<file path="src/rpb_pkg.sv">
// package: register map, field positions, reset values for the bridge config header
package rpb_pkg;
  // byte offsets within configuration space
  localparam logic [7:0] OFS_CMD = 8'h04;
  localparam logic [7:0] OFS_STS = 8'h06;
  localparam logic [7:0] OFS_REV = 8'h08;
  localparam logic [7:0] OFS_CLS = 8'h09;
  localparam logic [7:0] OFS_CLSZ = 8'h0c;
  localparam logic [7:0] OFS_HDR = 8'h0e;
  localparam logic [7:0] OFS_PBUS = 8'h18;
  localparam logic [7:0] OFS_SBUS = 8'h19;
  localparam logic [7:0] OFS_SUBUS = 8'h1a;
  localparam logic [7:0] OFS_IOB = 8'h1c;
  localparam logic [7:0] OFS_IOL = 8'h1d;
  localparam logic [7:0] OFS_SSTS = 8'h1e;
  // command field positions
  localparam int CMD_IO_EN = 0;
  localparam int CMD_MEM_EN = 1;
  localparam int CMD_REQ_EN = 2;
  localparam int CMD_PAR_EN = 6;
  localparam int CMD_SERR_EN = 8;
  localparam int CMD_INTX_DIS = 10;
  // status field positions
  localparam int STS_INT = 3;
  localparam int STS_CAP = 4;
  localparam int STS_MPAR = 8;
  localparam int STS_SSE = 14;
  // writable masks of command byte 0 and byte 1
  localparam logic [7:0] CMD_LO_WMASK = 8'h47;
  localparam logic [7:0] CMD_HI_WMASK = 8'h05;
  // reset and constant values
  localparam logic [15:0] CMD_RST = 16'h0000;
  localparam logic [23:0] CLASS_VAL = 24'h0604_00;
  localparam logic [7:0] HDR_VAL = 8'h01;
  localparam logic [7:0] PBUS_VAL = 8'h00;
  localparam logic [7:0] BYTE_RST = 8'h00;
  localparam logic [3:0] IOB_RST = 4'hf;
  localparam logic [3:0] IOL_RST = 4'h0;
  localparam logic [11:0] IO_LOW_BOT = 12'h000;
  localparam logic [11:0] IO_LOW_TOP = 12'hfff;
  // upstream request classes
  typedef enum logic [1:0] {
    RPB_UP_MEM_RD = 2'b00,
    RPB_UP_MEM_WR = 2'b01,
    RPB_UP_IO_RD = 2'b10,
    RPB_UP_IO_WR = 2'b11
  } rpb_up_kind_t;
endpackage

</file>
<file path="src/rpb_win_match.sv">
// window comparator: inclusive base..limit match on one address nibble range
module rpb_win_match #(
  parameter int W = 4
) (
  // window bounds and address
  input wire logic i_en,
  input wire logic [W-1:0] i_base,
  input wire logic [W-1:0] i_limit,
  input wire logic [W-1:0] i_addr,
  // result
  output logic o_hit
);
  initial begin
    if (W < 1) $error("window width must be positive");
  end
  // both ends inclusive; an inverted window matches nothing
  assign o_hit = i_en && (i_addr >= i_base) && (i_addr <= i_limit);
endmodule

</file>
<file path="src/rpb_cfg_header.sv">
// bridge type-1 configuration header: registers, io decode and upstream gating
module rpb_cfg_header #(
  parameter logic [7:0] REV_ID = 8'h5a  // arbitrary value, tie to the component revision
) (
  // clock and reset
  input wire logic i_core_clk,
  input wire logic i_rst,
  // configuration access, byte lane writes, up to four lanes in one cycle
  input wire logic i_cfg_wr,
  input wire logic i_cfg_rd,
  input wire logic [7:0] i_cfg_addr,
  input wire logic [3:0] i_cfg_be,
  input wire logic [31:0] i_cfg_wdata,
  output logic [31:0] o_cfg_rdata,
  output logic o_cfg_rvalid,
  // error and interrupt events
  input wire logic i_err_detect,
  input wire logic i_mpar_event,
  input wire logic i_pm_int,
  input wire logic i_hp_int,
  input wire logic [15:0] i_sec_status,
  output logic o_serr_msg,
  output logic o_intx_assert,
  // downstream io and memory decode
  input wire logic i_io_valid,
  input wire logic [15:0] i_io_addr,
  output logic o_io_fwd,
  input wire logic [31:0] i_mem_addr,
  input wire logic i_mem_hit_np,
  input wire logic i_mem_hit_pf,
  output logic o_mem_fwd,
  // upstream requests from the link
  input wire logic i_up_valid,
  input wire logic [1:0] i_up_kind,
  input wire logic [31:0] i_up_addr,
  input wire logic [3:0] i_up_be,
  output logic o_up_valid,
  output logic [31:0] o_up_addr,
  output logic [3:0] o_up_be,
  output logic o_up_unsupported,
  // completions toward secondary side
  input wire logic i_cpl_valid,
  output logic o_cpl_fwd
);

  typedef struct packed {
    logic [15:0] cmd;
    logic system_error_signaled;
    logic mpar;
    logic [7:0] clsz;
    logic [7:0] sbus;
    logic [7:0] subus;
    logic [3:0] iob;
    logic [3:0] iol;
    logic [31:0] rdata;
    logic rvalid;
    logic serr;
    logic io_fwd;
    logic mem_fwd;
    logic up_valid;
    logic [31:0] up_addr;
    logic [3:0] up_be;
    logic up_ur;
    logic cpl_fwd;
  } rpb_state_t;

  rpb_state_t st_r;
  rpb_state_t st_nxt;
  logic io_hit;
  logic [15:0] sts_view;
  logic [31:0] rd_word;
  logic [7:0] dw_addr;

  // io window compare on address bits 15:12
  rpb_win_match #(
    .W(4)
  ) u_io_win (
    .i_en(st_r.cmd[rpb_pkg::CMD_IO_EN]),
    .i_base(st_r.iob),
    .i_limit(st_r.iol),
    .i_addr(i_io_addr[15:12]),
    .o_hit(io_hit)
  );

  // primary status as read; hardwired bits fixed here
  always_comb begin
    sts_view = 16'h0000;
    sts_view[rpb_pkg::STS_SSE] = st_r.system_error_signaled;
    sts_view[rpb_pkg::STS_CAP] = 1'b1;
    sts_view[rpb_pkg::STS_INT] = i_pm_int | i_hp_int;
  end

  // read mux per dword, narrow registers packed in their lanes
  assign dw_addr = {i_cfg_addr[7:2], 2'b00};
  always_comb begin
    rd_word = 32'h0000_0000;
    unique case (dw_addr)
      rpb_pkg::OFS_CMD: rd_word = {sts_view, st_r.cmd};
      rpb_pkg::OFS_REV: rd_word = {rpb_pkg::CLASS_VAL, REV_ID};
      rpb_pkg::OFS_CLSZ: rd_word = {8'h00, rpb_pkg::HDR_VAL, 8'h00, st_r.clsz};
      rpb_pkg::OFS_PBUS: rd_word = {8'h00, st_r.subus, st_r.sbus, rpb_pkg::PBUS_VAL};
      rpb_pkg::OFS_IOB: rd_word = {i_sec_status, st_r.iol, 4'h0, st_r.iob, 4'h0};
      default: rd_word = 32'h0000_0000;
    endcase
  end

  // next-state: register writes, flags, decode and upstream gating
  always_comb begin
    st_nxt = st_r;
    st_nxt.rvalid = i_cfg_rd;
    st_nxt.rdata = i_cfg_rd ? rd_word : st_r.rdata;
    if (i_cfg_wr) begin
      unique case (dw_addr)
        rpb_pkg::OFS_CMD: begin
          // only implemented command bits take writes
          if (i_cfg_be[0]) begin
            st_nxt.cmd[7:0] = i_cfg_wdata[7:0] & rpb_pkg::CMD_LO_WMASK;
          end
          if (i_cfg_be[1]) begin
            st_nxt.cmd[15:8] = i_cfg_wdata[15:8] & rpb_pkg::CMD_HI_WMASK;
          end
          // write one clears the signaled flag
          // status sits in the upper half, so bit 14 rides on word bit 30
          if (i_cfg_be[3] && i_cfg_wdata[16 + rpb_pkg::STS_SSE]) begin
            st_nxt.system_error_signaled = 1'b0;
          end
        end
        rpb_pkg::OFS_CLSZ: begin
          if (i_cfg_be[0]) st_nxt.clsz = i_cfg_wdata[7:0];
        end
        rpb_pkg::OFS_PBUS: begin
          if (i_cfg_be[1]) st_nxt.sbus = i_cfg_wdata[15:8];
          if (i_cfg_be[2]) st_nxt.subus = i_cfg_wdata[23:16];
        end
        rpb_pkg::OFS_IOB: begin
          if (i_cfg_be[0]) st_nxt.iob = i_cfg_wdata[7:4];
          if (i_cfg_be[1]) st_nxt.iol = i_cfg_wdata[15:12];
        end
        default: st_nxt.cmd = st_r.cmd; // revision, class and unmapped dwords: writes dropped
      endcase
    end
    // an error message goes out only when enabled; set beats clear
    st_nxt.serr = i_err_detect && st_r.cmd[rpb_pkg::CMD_SERR_EN];
    if (st_nxt.serr) st_nxt.system_error_signaled = 1'b1;
    // master parity never settable with reporting disabled
    if (i_mpar_event && st_r.cmd[rpb_pkg::CMD_PAR_EN]) st_nxt.mpar = 1'b1;
    // downstream decodes
    st_nxt.io_fwd = i_io_valid && io_hit;
    st_nxt.mem_fwd = st_r.cmd[rpb_pkg::CMD_MEM_EN] && (i_mem_hit_np || i_mem_hit_pf);
    // completions ignore every enable
    st_nxt.cpl_fwd = i_cpl_valid;
    // upstream: disabled requests become harmless illegal cycles
    st_nxt.up_valid = i_up_valid;
    if (st_r.cmd[rpb_pkg::CMD_REQ_EN]) begin
      st_nxt.up_addr = i_up_addr;
      st_nxt.up_be = i_up_be;
      st_nxt.up_ur = 1'b0;
    end else begin
      st_nxt.up_addr = 32'h0000_0000;
      st_nxt.up_be = 4'h0;
      st_nxt.up_ur = i_up_valid && !i_up_kind[0];
    end
  end

  // state register
  always_ff @(posedge i_core_clk or posedge i_rst) begin
    if (i_rst) begin
      st_r <= '0;
      st_r.cmd <= rpb_pkg::CMD_RST;
      st_r.clsz <= rpb_pkg::BYTE_RST;
      st_r.sbus <= rpb_pkg::BYTE_RST;
      st_r.subus <= rpb_pkg::BYTE_RST;
      st_r.iob <= rpb_pkg::IOB_RST;
      st_r.iol <= rpb_pkg::IOL_RST;
    end else begin
      st_r <= st_nxt;
    end
  end

  // outputs
  assign o_cfg_rdata = st_r.rdata;
  assign o_cfg_rvalid = st_r.rvalid;
  assign o_serr_msg = st_r.serr;
  // legacy interrupt honours the disable bit, status bit does not
  assign o_intx_assert = (i_pm_int | i_hp_int) & ~st_r.cmd[rpb_pkg::CMD_INTX_DIS];
  assign o_io_fwd = st_r.io_fwd;
  assign o_mem_fwd = st_r.mem_fwd;
  assign o_up_valid = st_r.up_valid;
  assign o_up_addr = st_r.up_addr;
  assign o_up_be = st_r.up_be;
  assign o_up_unsupported = st_r.up_ur;
  assign o_cpl_fwd = st_r.cpl_fwd;

  // checks
  AST_PAR_GATE: assert property (@(posedge i_core_clk) disable iff (i_rst)
    !st_r.cmd[rpb_pkg::CMD_PAR_EN] && !st_r.mpar |=> !st_r.mpar)
    else $error("parity flag set while reporting disabled");
  AST_CMD_ZERO: assert property (@(posedge i_core_clk) disable iff (i_rst)
    st_r.cmd[5:3] == 3'b000 && st_r.cmd[15:11] == 5'b00000)
    else $error("hardwired command bits nonzero");
  AST_UP_BLOCK: assert property (@(posedge i_core_clk) disable iff (i_rst)
    i_up_valid && !st_r.cmd[rpb_pkg::CMD_REQ_EN] |=> o_up_addr == 32'h0000_0000
    && o_up_be == 4'h0)
    else $error("disabled upstream request leaked address");
  AST_UP_UR: assert property (@(posedge i_core_clk) disable iff (i_rst)
    i_up_valid && !i_up_kind[0] && !st_r.cmd[rpb_pkg::CMD_REQ_EN]
    |=> o_up_unsupported && o_up_valid)
    else $error("illegal read not unsupported");
  AST_UP_PASS: assert property (@(posedge i_core_clk) disable iff (i_rst)
    i_up_valid && st_r.cmd[rpb_pkg::CMD_REQ_EN] |=> o_up_addr == $past(i_up_addr)
    && !o_up_unsupported)
    else $error("enabled request altered");
  AST_CPL: assert property (@(posedge i_core_clk) disable iff (i_rst)
    i_cpl_valid |=> o_cpl_fwd)
    else $error("completion dropped");
  AST_MEM_OFF: assert property (@(posedge i_core_clk) disable iff (i_rst)
    !st_r.cmd[rpb_pkg::CMD_MEM_EN] |=> !o_mem_fwd)
    else $error("memory forwarded while disabled");
  AST_IO_WIN: assert property (@(posedge i_core_clk) disable iff (i_rst)
    i_io_valid && st_r.cmd[rpb_pkg::CMD_IO_EN] && i_io_addr[15:12] >= st_r.iob
    && i_io_addr[15:12] <= st_r.iol |=> o_io_fwd)
    else $error("io inside window not forwarded");
  AST_IO_OFF: assert property (@(posedge i_core_clk) disable iff (i_rst)
    !st_r.cmd[rpb_pkg::CMD_IO_EN] |=> !o_io_fwd)
    else $error("io forwarded while disabled");
  AST_SSE_SET: assert property (@(posedge i_core_clk) disable iff (i_rst)
    o_serr_msg |-> st_r.system_error_signaled ##1 $stable(st_r.system_error_signaled) || $past(i_cfg_wr))
    else $error("signaled error flag not set");
  AST_STS_FIX: assert property (@(posedge i_core_clk) disable iff (i_rst)
    sts_view[15] == 1'b0 && sts_view[13:5] == 9'h000 && sts_view[4])
    else $error("status hardwired bits wrong");
  AST_SBUS: assert property (@(posedge i_core_clk) disable iff (i_rst)
    i_cfg_wr && dw_addr == rpb_pkg::OFS_PBUS && i_cfg_be[1]
    |=> st_r.sbus == $past(i_cfg_wdata[15:8]))
    else $error("secondary bus write lost");
  AST_SERR_OFF: assert property (@(posedge i_core_clk) disable iff (i_rst)
    !st_r.cmd[rpb_pkg::CMD_SERR_EN] |=> !o_serr_msg)
    else $error("error message sent while disabled");
  AST_SSE_CLR: assert property (@(posedge i_core_clk) disable iff (i_rst)
    i_cfg_wr && dw_addr == rpb_pkg::OFS_CMD && i_cfg_be[3] && i_cfg_wdata[30]
    && !(i_err_detect && st_r.cmd[rpb_pkg::CMD_SERR_EN]) |=> !st_r.system_error_signaled)
    else $error("signaled error flag not cleared by write one");
  AST_INT_STS: assert property (@(posedge i_core_clk) disable iff (i_rst)
    sts_view[rpb_pkg::STS_INT] == (i_pm_int | i_hp_int))
    else $error("internal interrupt status wrong");
  AST_ID_FIX: assert property (@(posedge i_core_clk) disable iff (i_rst)
    i_cfg_rd && dw_addr == rpb_pkg::OFS_REV
    |=> o_cfg_rdata == {rpb_pkg::CLASS_VAL, REV_ID})
    else $error("revision or class code wrong");
  AST_HDR_FIX: assert property (@(posedge i_core_clk) disable iff (i_rst)
    i_cfg_rd && dw_addr == rpb_pkg::OFS_CLSZ
    |=> o_cfg_rdata[23:16] == rpb_pkg::HDR_VAL)
    else $error("header layout wrong");
  AST_PBUS_FIX: assert property (@(posedge i_core_clk) disable iff (i_rst)
    i_cfg_rd && dw_addr == rpb_pkg::OFS_PBUS
    |=> o_cfg_rdata[7:0] == rpb_pkg::PBUS_VAL)
    else $error("primary bus number not zero");
  AST_UP_WR: assert property (@(posedge i_core_clk) disable iff (i_rst)
    i_up_valid && i_up_kind[0] && !st_r.cmd[rpb_pkg::CMD_REQ_EN]
    |=> o_up_valid && !o_up_unsupported && o_up_be == 4'h0)
    else $error("illegal write not neutralised");
  COV_SERR: cover property (@(posedge i_core_clk) disable iff (i_rst) o_serr_msg);
  COV_MEM: cover property (@(posedge i_core_clk) disable iff (i_rst) o_mem_fwd);
  COV_IOFWD: cover property (@(posedge i_core_clk) disable iff (i_rst) o_io_fwd);
  COV_UR: cover property (@(posedge i_core_clk) disable iff (i_rst) o_up_unsupported);
endmodule

</file>
<file path="config.mk">
export PLATFORM = sky130hd
export DESIGN_NAME = rpb_cfg_header
export DESIGN_NICKNAME = d
export VERILOG_FILES = /design/src/rpb_pkg.sv /design/src/rpb_win_match.sv /design/src/rpb_cfg_header.sv
export SDC_FILE = /design/constraint.sdc
export NUM_CORES = 1
export LEC_CHECK = 0
export BUFFER_PORTS_ARGS = -buffer_cell sky130_fd_sc_hd__buf_2
export CORE_MARGIN = 2
export CORE_UTILIZATION = 30
export CTS_CLUSTER_DIAMETER = 50
export CTS_CLUSTER_SIZE = 40
export DETAILED_ROUTE_END_ITERATION = 8
export PLACE_DENSITY = 0.58
export SLEW_MARGIN = 20
export SYNTH_ARGS = -nofsm -noshare
export SYNTH_HDL_FRONTEND = slang
export SYNTH_SLANG_ARGS = --single-unit
</file>
<file path="constraint.sdc">
create_clock -name i_core_clk -period 4 [get_ports i_core_clk]
set_clock_uncertainty 0.2 [all_clocks]
set_input_delay 1 -clock i_core_clk [delete_from_list [all_inputs] [get_ports i_core_clk]]
set_output_delay 1 -clock i_core_clk [all_outputs]
set_load 0.005 [all_outputs]
</file>
# Word-level counts from Yosys, hierarchy flattened
# Cells that the tools add are included.
# classes
order_cmp,2
n_eq_ne,5
n_mux,6
bitwise,3
reduce_logical,20
# op_table
op,n
case mux 32 bit (5 select lines),1
two-way mux 37 bit,1
AND reduction 3 bit,8
== test 6 x 2 -> 1 bit (second input constant),2
== test 6 x 3 -> 1 bit (second input constant),2
logical AND 1 bit,7
== test 6 x 1 -> 1 bit (second input constant),1
nonzero test 2 bit,3
greater-or-equal comparator 4 bit,1
<= comparator 4 bit,1
two-way mux 1 bit,4
bitwise AND 1 bit,1
zero test 1 bit,1
logical OR 1 bit,1
inverter 1 bit,1
bitwise OR 1 bit,1
# word_totals
ff_bits,114
input_bits,159
output_inout_bits,76

# Logic depth before layout (Yosys ltp)
# Gate-level depths: netlist of run 1.
# logic_depth
depth_word,5
depth_mapped,6
mapped_depth_nobuf,6

# Hierarchy
# From an unflattened synthesis of run 1, not the netlist that was laid out.
# hier_totals
cells_unflattened,430
hier_area_um2,5207.5
# by_module_without_submodules
mod,n_inst,cells_each,area_each_um2
rpb_cfg_header,1,402,5013.6
rpb_win_match,1,28,193.9

# Worst setup path after synthesis of run 1
# Ideal clock, no wire load.
# synth_timing
path_kind,input-to-reg
start,in i_cfg_addr[7]
end,reg st_r[83] (netlist name)
setup_time_ns,0.125
t_arrival_ns,2.204
t_required_ns,3.675
slack_ns,1.471
path_stages,4
n_path_buf,0
cell_sequence,nor4b_4 nand2_2 nor3_4 mux2_2
# synth_between
elab_chain_cells,2
# synth_lines
element,line,text
start: declaration,rpb_cfg_header.sv:11,"input wire logic [7:0] i_cfg_addr,"
== test 6 x 3 -> 1 bit,rpb_cfg_header.sv:113,unique case (dw_addr)
AND reduction 3 bit (no line),n/a,
end signal: assignment,rpb_cfg_header.sv:176,st_r <= st_nxt;
end: declaration,rpb_cfg_header.sv:67,rpb_state_t st_r;
# No other way between the ends.
# A chain may end at the register's enable or synchronous reset.

# Worst setup path in the final report of run 1
# layout_timing
start,in i_cfg_addr[7]
end,reg st_r[99] (netlist name)
# layout_between
elab_chain_cells,2
# layout_lines
element,line
== test 6 x 2 -> 1 bit,rpb_cfg_header.sv:113
AND reduction 3 bit (no line),n/a
# No other way between the ends.

==> results of run 1 <==
[final cells by class]
cell class / count / area share
clock buffers: 23 / 0.0780
multi-input cells: 193 / 0.242
diodes: 1 / 0.000392
inverters: 14 / 0.00881
clock inverters: 9 / 0.0310
flip-flops and latches: 114 / 0.447
repair buffers: 185 / 0.149
well taps: 220 / 0.0431
[registers in the layout, indices dropped and copies added, names as in the netlist]
signal and cells:
o_io_fwd 1, o_up_unsupported 1, o_up_addr 32, st_r 39
o_mem_fwd 1, o_cfg_rvalid 1, o_cfg_rdata 32, o_serr_msg 1
o_cpl_fwd 1, o_up_valid 1, o_up_be 4
[power groups by stage]
stage | clock (mW) | combinational [mW] | sequential [mW]
final | 1.75 | 0.210 | 1.25
after floorplan | 0 | 0.138 | 1.26
after global routing | 1.85 | 0.238 | 1.26
after detailed placement | 0 | 0.216 | 1.27
after global placement | 0 | 0.208 | 1.27
after CTS | 1.80 | 0.217 | 1.25
[critical path, stage by stage]
cell	delay, ns
sky130_fd_sc_hd__buf_2	0.12
sky130_fd_sc_hd__nor3_1	0.42
sky130_fd_sc_hd__nand2_1	0.20
sky130_fd_sc_hd__nor3_2	0.58
sky130_fd_sc_hd__mux2_2	0.41
[synth_stat cells]
cell,count,area (um^2)
sky130_fd_sc_hd__a211oi_1,1,7.51
sky130_fd_sc_hd__a21o_1,1,7.51
sky130_fd_sc_hd__a21oi_1,6,30.0
sky130_fd_sc_hd__a221o_1,18,180
sky130_fd_sc_hd__a22o_1,7,61.3
sky130_fd_sc_hd__and2_1,37,231
sky130_fd_sc_hd__and3_1,4,25.0
sky130_fd_sc_hd__buf_2,3,15.0
sky130_fd_sc_hd__buf_4,68,510
sky130_fd_sc_hd__clkbuf_1,9,33.8
sky130_fd_sc_hd__dfrtp_1,110,2750
sky130_fd_sc_hd__dfstp_2,4,105
sky130_fd_sc_hd__ha_1,8,100
sky130_fd_sc_hd__inv_1,14,52.6
sky130_fd_sc_hd__mux2_2,39,439
sky130_fd_sc_hd__mux2i_1,2,20.0
sky130_fd_sc_hd__nand2_1,11,41.3
sky130_fd_sc_hd__nand2_2,1,6.26
sky130_fd_sc_hd__nand2b_1,3,18.8
sky130_fd_sc_hd__nand3_1,6,30.0
sky130_fd_sc_hd__nand4_1,1,6.26
sky130_fd_sc_hd__nor2_1,11,41.3
sky130_fd_sc_hd__nor2_2,1,6.26
sky130_fd_sc_hd__nor2b_1,12,75.1
sky130_fd_sc_hd__nor3_1,3,15.0
sky130_fd_sc_hd__nor3_2,1,10.0
sky130_fd_sc_hd__nor3_4,2,32.5
sky130_fd_sc_hd__nor3b_1,1,7.51
sky130_fd_sc_hd__nor3b_2,1,12.5
sky130_fd_sc_hd__nor4b_1,1,8.76
sky130_fd_sc_hd__nor4b_4,1,23.8
sky130_fd_sc_hd__o2111a_1,1,11.3
sky130_fd_sc_hd__o2111ai_1,1,8.76
sky130_fd_sc_hd__o21a_1,1,7.51
sky130_fd_sc_hd__o21ai_0,4,20.0
sky130_fd_sc_hd__o221ai_1,1,8.76
sky130_fd_sc_hd__o2bb2a_1,1,10.0
sky130_fd_sc_hd__o2bb2ai_1,1,8.76
sky130_fd_sc_hd__o311ai_0,1,8.76
sky130_fd_sc_hd__o31ai_1,1,7.51
sky130_fd_sc_hd__o32ai_1,1,8.76
sky130_fd_sc_hd__o41ai_1,1,8.76
[per-stage QoR]
step	worst slack, ns	power [mW]	hold slack, ns	cell area (um^2)	utilization
after floorplan	1.42	1.39	0.248	5020	-
after global placement	0.944	1.47	0.259	5690	0.346
after detailed placement	0.905	1.49	0.280	5690	0.346
after CTS	1.34	3.27	0.295	6380	0.388
after global routing	1.16	3.35	0.308	6380	0.388
final	1.36	3.21	0.291	6390	0.388
[cell families after synthesis]
group | Yosys count
muxes | 41
buffers and inverters | 94
adders and majority gates | 8
and+or+nand+nor | 97
DFF | 114
AOI/OAI and AO/OA | 47
[worst paths after layout]
path / startpoint / to / slack, ns / depth (start not counted)
max in group asynchronous: i_rst / st_r[80] / 2.17 / 3
worst min register to register: st_r[108] / st_r[108] / 0.29 / 1
worst max register to register: st_r[77] / o_io_fwd / 2.31 / 6
worst min-delay path: st_r[108] / st_r[108] / 0.29 / 1
worst max-delay path: i_cfg_addr[7] / st_r[99] / 1.36 / 5
min in group asynchronous: i_rst / o_up_addr[19] / 0.52 / 2
[routing by layer]
| metal | wire length [um] | global-route usage | up-vias |
|---|---|---|---|
| li1 | - | - | 1568 |
| met1 | 5070 | 0.165 | 1656 |
| met2 | 5790 | 0.227 | 111 |
| met3 | 683 | 0.0453 | 20 |
| met4 | 278 | 0.0691 | 2 |
| met5 | 13 | 0 | - |
[layout by cell type (no fill, tap or decap), types with 6 or more instances in the layout]
cell,synthesis,layout
sky130_fd_sc_hd__mux2_2,39,39
sky130_fd_sc_hd__ha_1,8,8
sky130_fd_sc_hd__buf_2,3,179
sky130_fd_sc_hd__dfrtp_1,110,110
sky130_fd_sc_hd__nand2_1,11,11
sky130_fd_sc_hd__nand3_1,6,6
sky130_fd_sc_hd__nor2b_1,12,12
sky130_fd_sc_hd__nor2_1,11,11
sky130_fd_sc_hd__inv_1,14,13
sky130_fd_sc_hd__clkbuf_16,0,17
sky130_fd_sc_hd__a21oi_1,6,6
sky130_fd_sc_hd__a22o_1,7,7
sky130_fd_sc_hd__bufinv_16,0,6
sky130_fd_sc_hd__and2_1,37,37
sky130_fd_sc_hd__a221o_1,18,18
==> results_dict.tcl, run 1 <==
set metrics [dict create \
    initial_detailed_routing_violation_count 102 \
    slew_of_the_pin_with_the_lowest_slew_margin_ns 0.939 \
    multi_input_area_um2 1550 \
    clk-insertion-delay-late_ns 0.41 \
    globalRouteTotalUtil 0.139 \
    num_vias 3357 \
    clk_root_buffer_cell "sky130_fd_sc_hd__clkbuf_16" \
    final_max_slew_viol_count 0 \
    htree_levels 4 \
    cellLeakagePower_nw 3.39 \
    fp.dieH_um 133 \
    grt_overflow 0 \
    power.switching_fraction 0.200 \
    syn-cell-area_um2 5020 \
    criticalPathCategory "in -> reg" \
    register_area_um2 2860 \
    synth_compound_gate_area_share 0.0788 \
    vdd_ir_drop_max_v 0.000282 \
    synth_top_family_by_area "buffers and inverters" \
    yosys.area_share.adder 0.0200 \
    share_of_power_burned_in_combinational_logic 0.065 \
    hold_path.class "reg -> reg" \
    ys_types 42 \
    worst_slew_margin_rel 0.374 \
    final.min_clock_period_ns 2.64 \
    cts_tree "yes" \
    placedCellCount 726 \
    placement_row_count 47 \
    synthXorXnorAreaFrac 0 \
    post_synth_inst_count 401 \
    synth_area_per_cell_um2 12.5 \
    clock_share_of_power 0.545 \
    syn2layout_area_growth_pct 27.3 \
    clk_transition_reported_paths_ns 0.05 \
    post-dp-hpwl_um 8910 \
    place.gp.congestion 0.765 \
    grt_antenna_before_repair 1 \
    finalHoldViolations 0 \
    worst-endpoint-arrival_ns 2.73 \
    cts-root-to-sink-buffers 2 \
    tritoncts.num_buffers 17 \
    floorplan.die_area_um2 17800 \
    rsz0062_at_grt "false" \
    netSwitchingPower_mw 0.641 \
    post-cts-setup-buffers 0 \
    pin_count 235 \
    achievable-frequency_mhz 378 \
    wire_length_of_the_first_global_routing_pass_um 18800 \
    status "complete, no violations" \
    start_util 0.305 \
    vias_per_cell 4.42 \
    ys_ff_latch 114 \
    nFillCells 1629 \
    max-cap-violations 0 \
    cts_hold_buf 0 \
    cell_internal_pwr_mw 2.57 \
    drt-total-wl_um 11800 \
    final.period_utilization 0.661 \
    setup_violations 0 \
    setup.worst_path.end_class "flip-flop" \
    power-per-cell-area_nw_per_um2 503 \
    design.core.area_um2 16500 \
    synth.mux.area_fraction 0.0915 \
    drtPass1Iterations 4 \
    synth-simple-area-share 0.118 \
    proportion_of_layout_cells_with_a_drive_suffix_above_1 0.496 \
    layout.cells.non_filler 759 \
    finalSetupTns_ns 0 \
    p_seq_frac 0.389 \
    worst_setup_path_start_kind "input port" \
    clock_sink_count 114 \
    proportion_of_synthesized_chip_area_in_sequential_cells 0.570 \
    finish.net_count 692 \
    post_cts_resize_count 0 \
    die_boundary_width_um 133 \
    crit_path_max_fanout 8 \
    drt-wirelength-per-cell_um 15.6 \
    grt_max_degree 49 \
    critPathRequiredTime_ns 4.08 \
    post-route-drc-count 0 \
    port_bufs 179 \
    synth.net_count 568 \
    synth-warning-count 0 \
    grt_pass1_vias 3610 \
    detail-route-antenna-nets 0 \
]
Note: power is estimated with default switching activity, not from simulation.
==> run 2: changes to the inputs <==
--- a/config.mk
+++ b/config.mk
@@ -11,7 +11,7 @@
 export CTS_CLUSTER_DIAMETER = 50
 export CTS_CLUSTER_SIZE = 40
 export DETAILED_ROUTE_END_ITERATION = 8
-export PLACE_DENSITY = 0.58
+export PLACE_DENSITY = 0.56
 export SLEW_MARGIN = 20
 export SYNTH_ARGS = -nofsm -noshare
 export SYNTH_HDL_FRONTEND = slang
==> constraint.sdc (replaced) <==
create_clock -name i_core_clk -period 2.6 [get_ports i_core_clk]
set_clock_uncertainty 0.2 [all_clocks]
set_input_delay 0.65 -clock i_core_clk [delete_from_list [all_inputs] [get_ports i_core_clk]]
set_output_delay 0.65 -clock i_core_clk [all_outputs]
set_load 0.005 [all_outputs]
==> results_dict.tcl, run 2 (synthesis gave the netlist of run 1 again) <==
set metrics [dict create \
    status "complete, no violations" \
    worst-r2r-cell-count 6 \
    syn2layout_area_growth_pct 29.5 \
    slowest_library_cell_on_the_worst_path "sky130_fd_sc_hd__nor4b_4" \
    cellLeakagePower_nw 3.46 \
    post_cts_resize_count 0 \
    commonest_cells_after_routing_fill_and_taps_aside "sky130_fd_sc_hd__buf_2 (179), sky130_fd_sc_hd__dfrtp_1 (110), sky130_fd_sc_hd__mux2_2 (39), sky130_fd_sc_hd__and2_1 (37), sky130_fd_sc_hd__buf_4 (20)" \
    drtPass1Iterations 5 \
    drt-wirelength-per-cell_um 15.2 \
    fp.dieH_um 133 \
    power-per-cell-area_nw_per_um2 752 \
    place.gp.congestion 0.778 \
    clk_root_buffer_cell "sky130_fd_sc_hd__clkbuf_16" \
    clock_sink_count 114 \
    proportion_of_layout_cells_with_a_drive_suffix_above_1 0.513 \
    pin_count 235 \
    design_power_total_mw 4.88 \
    min_path_cells 1 \
    setup.worst_path.end_class "flip-flop" \
    clk_transition_reported_paths_ns 0.06 \
    detail-route-antenna-nets 0 \
    post-cts-setup-buffers 0 \
    final.min_clock_period_ns 1.99 \
    vdd_ir_drop_max_v 0.000438 \
    rsz0062_at_grt "false" \
    drt-total-wl_um 11800 \
    tritoncts.num_buffers 17 \
    nFillCells 1657 \
    worst-endpoint-arrival_ns 2.08 \
    layout.cells.non_filler 774 \
    finalSetupTns_ns 0 \
    design_area_um2 6500 \
    critPathRequiredTime_ns 2.69 \
    vias_per_cell 4.44 \
    floorplan.die_area_um2 17800 \
    crit_path_max_fanout 8 \
    num_antenna_cells 0 \
    max-cap-violations 0 \
    cts_tree "yes" \
    design.core.area_um2 16500 \
    cts_hold_buf 0 \
    critical-path-max-stage-delay_ns 0.41 \
    worst_slew_margin_rel 0.409 \
    worst_setup_path_start_kind "input port" \
    finalHoldViolations 0 \
    num_vias 3438 \
    grt_max_degree 115 \
    achievable-frequency_mhz 503 \
    placement_row_count 47 \
    criticalPathCategory "in -> reg" \
    wire_length_of_the_first_global_routing_pass_um 19100 \
    post-dp-hpwl_um 8790 \
    crit_path_cell_trace "buf_2, nor4b_4, nand2_2, nor3_4, buf_12, mux2_2" \
    detailed_place.area_um2 5820 \
    clk-insertion-delay-late_ns 0.41 \
    slew_of_the_pin_with_the_lowest_slew_margin_ns 0.887 \
    grt_overflow 0 \
    placedCellCount 742 \
    post-route-drc-count 0 \
    setup_violations 0 \
    htree_levels 4 \
    grt_pass1_vias 3742 \
    globalRouteTotalUtil 0.140 \
    hold_path.class "in -> reg" \
    start_util 0.305 \
    grt_antenna_before_repair 1 \
    postLayoutCoreUtil 0.395 \
    initial_detailed_routing_violation_count 146 \
    final_max_slew_viol_count 0 \
    largest_reg_flops 39 \
    die_boundary_width_um 133 \
    port_bufs 179 \
    regMostFlops "st_r" \
    layout_commonest_cell "sky130_fd_sc_hd__buf_2" \
    finish.net_count 708 \
    cts-root-to-sink-buffers 2 \
    final.period_utilization 0.764 \
]
run 2: changes by cell type in the layout (fill, tap and decap cells not counted), sizes merged:
cell | before | now
buf | 185 | 201
clkbuf | 23 | 18
clkinv | 2 | 5
clkinvlp | 2 | 4
diode | 1 | 0
run 2: critical path: cells and delay by family:
family,cells,cell delay [ns]
and+or+nand+nor,3,0.82
muxes,1,0.33
buffers and inverters,2,0.27
run 2: path summary, 6_finish.rpt:
path                            startpoint               to  slack (ns)
setup / recovery             i_cfg_addr[7]         st_r[86]        0.61
hold / removal                 i_cpl_valid        o_cpl_fwd        0.14
setup reg to reg                  st_r[77]         o_io_fwd        0.89
hold reg to reg            o_cfg_rdata[16]  o_cfg_rdata[16]        0.28
max in group asynchronous            i_rst         st_r[87]        1.54
min in group asynchronous            i_rst    o_up_addr[18]        0.22
run 2: cell type report:
class / instances / area, um^2 / area share
clock buffer: 18 / 439 / 0.0676
tap: 220 / 275 / 0.0424
inverter: 14 / 56.3 / 0.00867
sequential: 114 / 2860 / 0.440
clock inverter: 14 / 235 / 0.0362
timing repair buffer: 201 / 1090 / 0.167
multi-input combinational: 193 / 1550 / 0.238
run 2: stage by stage:
| step | worst slack (ns) | hold WS, ns |
|---|---|---|
| floorplan | 0.368 | 0.248 |
| global placement | 0.184 | 0.262 |
| detailed placement | 0.184 | 0.267 |
| CTS | 0.626 | 0.115 |
| global route | 0.564 | 0.113 |
| finish | 0.613 | 0.138 |
run 2: metal layers:
layer,global-route usage,vias to the layer above,share of wire
li1,-,1606,-
met1,0.163,1698,0.42
met2,0.232,112,0.49
met3,0.0495,22,0.060
met4,0.0674,0,0.024
met5,0,-,0
run 2: where the power goes:
group	internal, mW	switching (mW)
Sequential	1.87	0.0517
Combinational	0.171	0.159
Clock	1.82	0.815
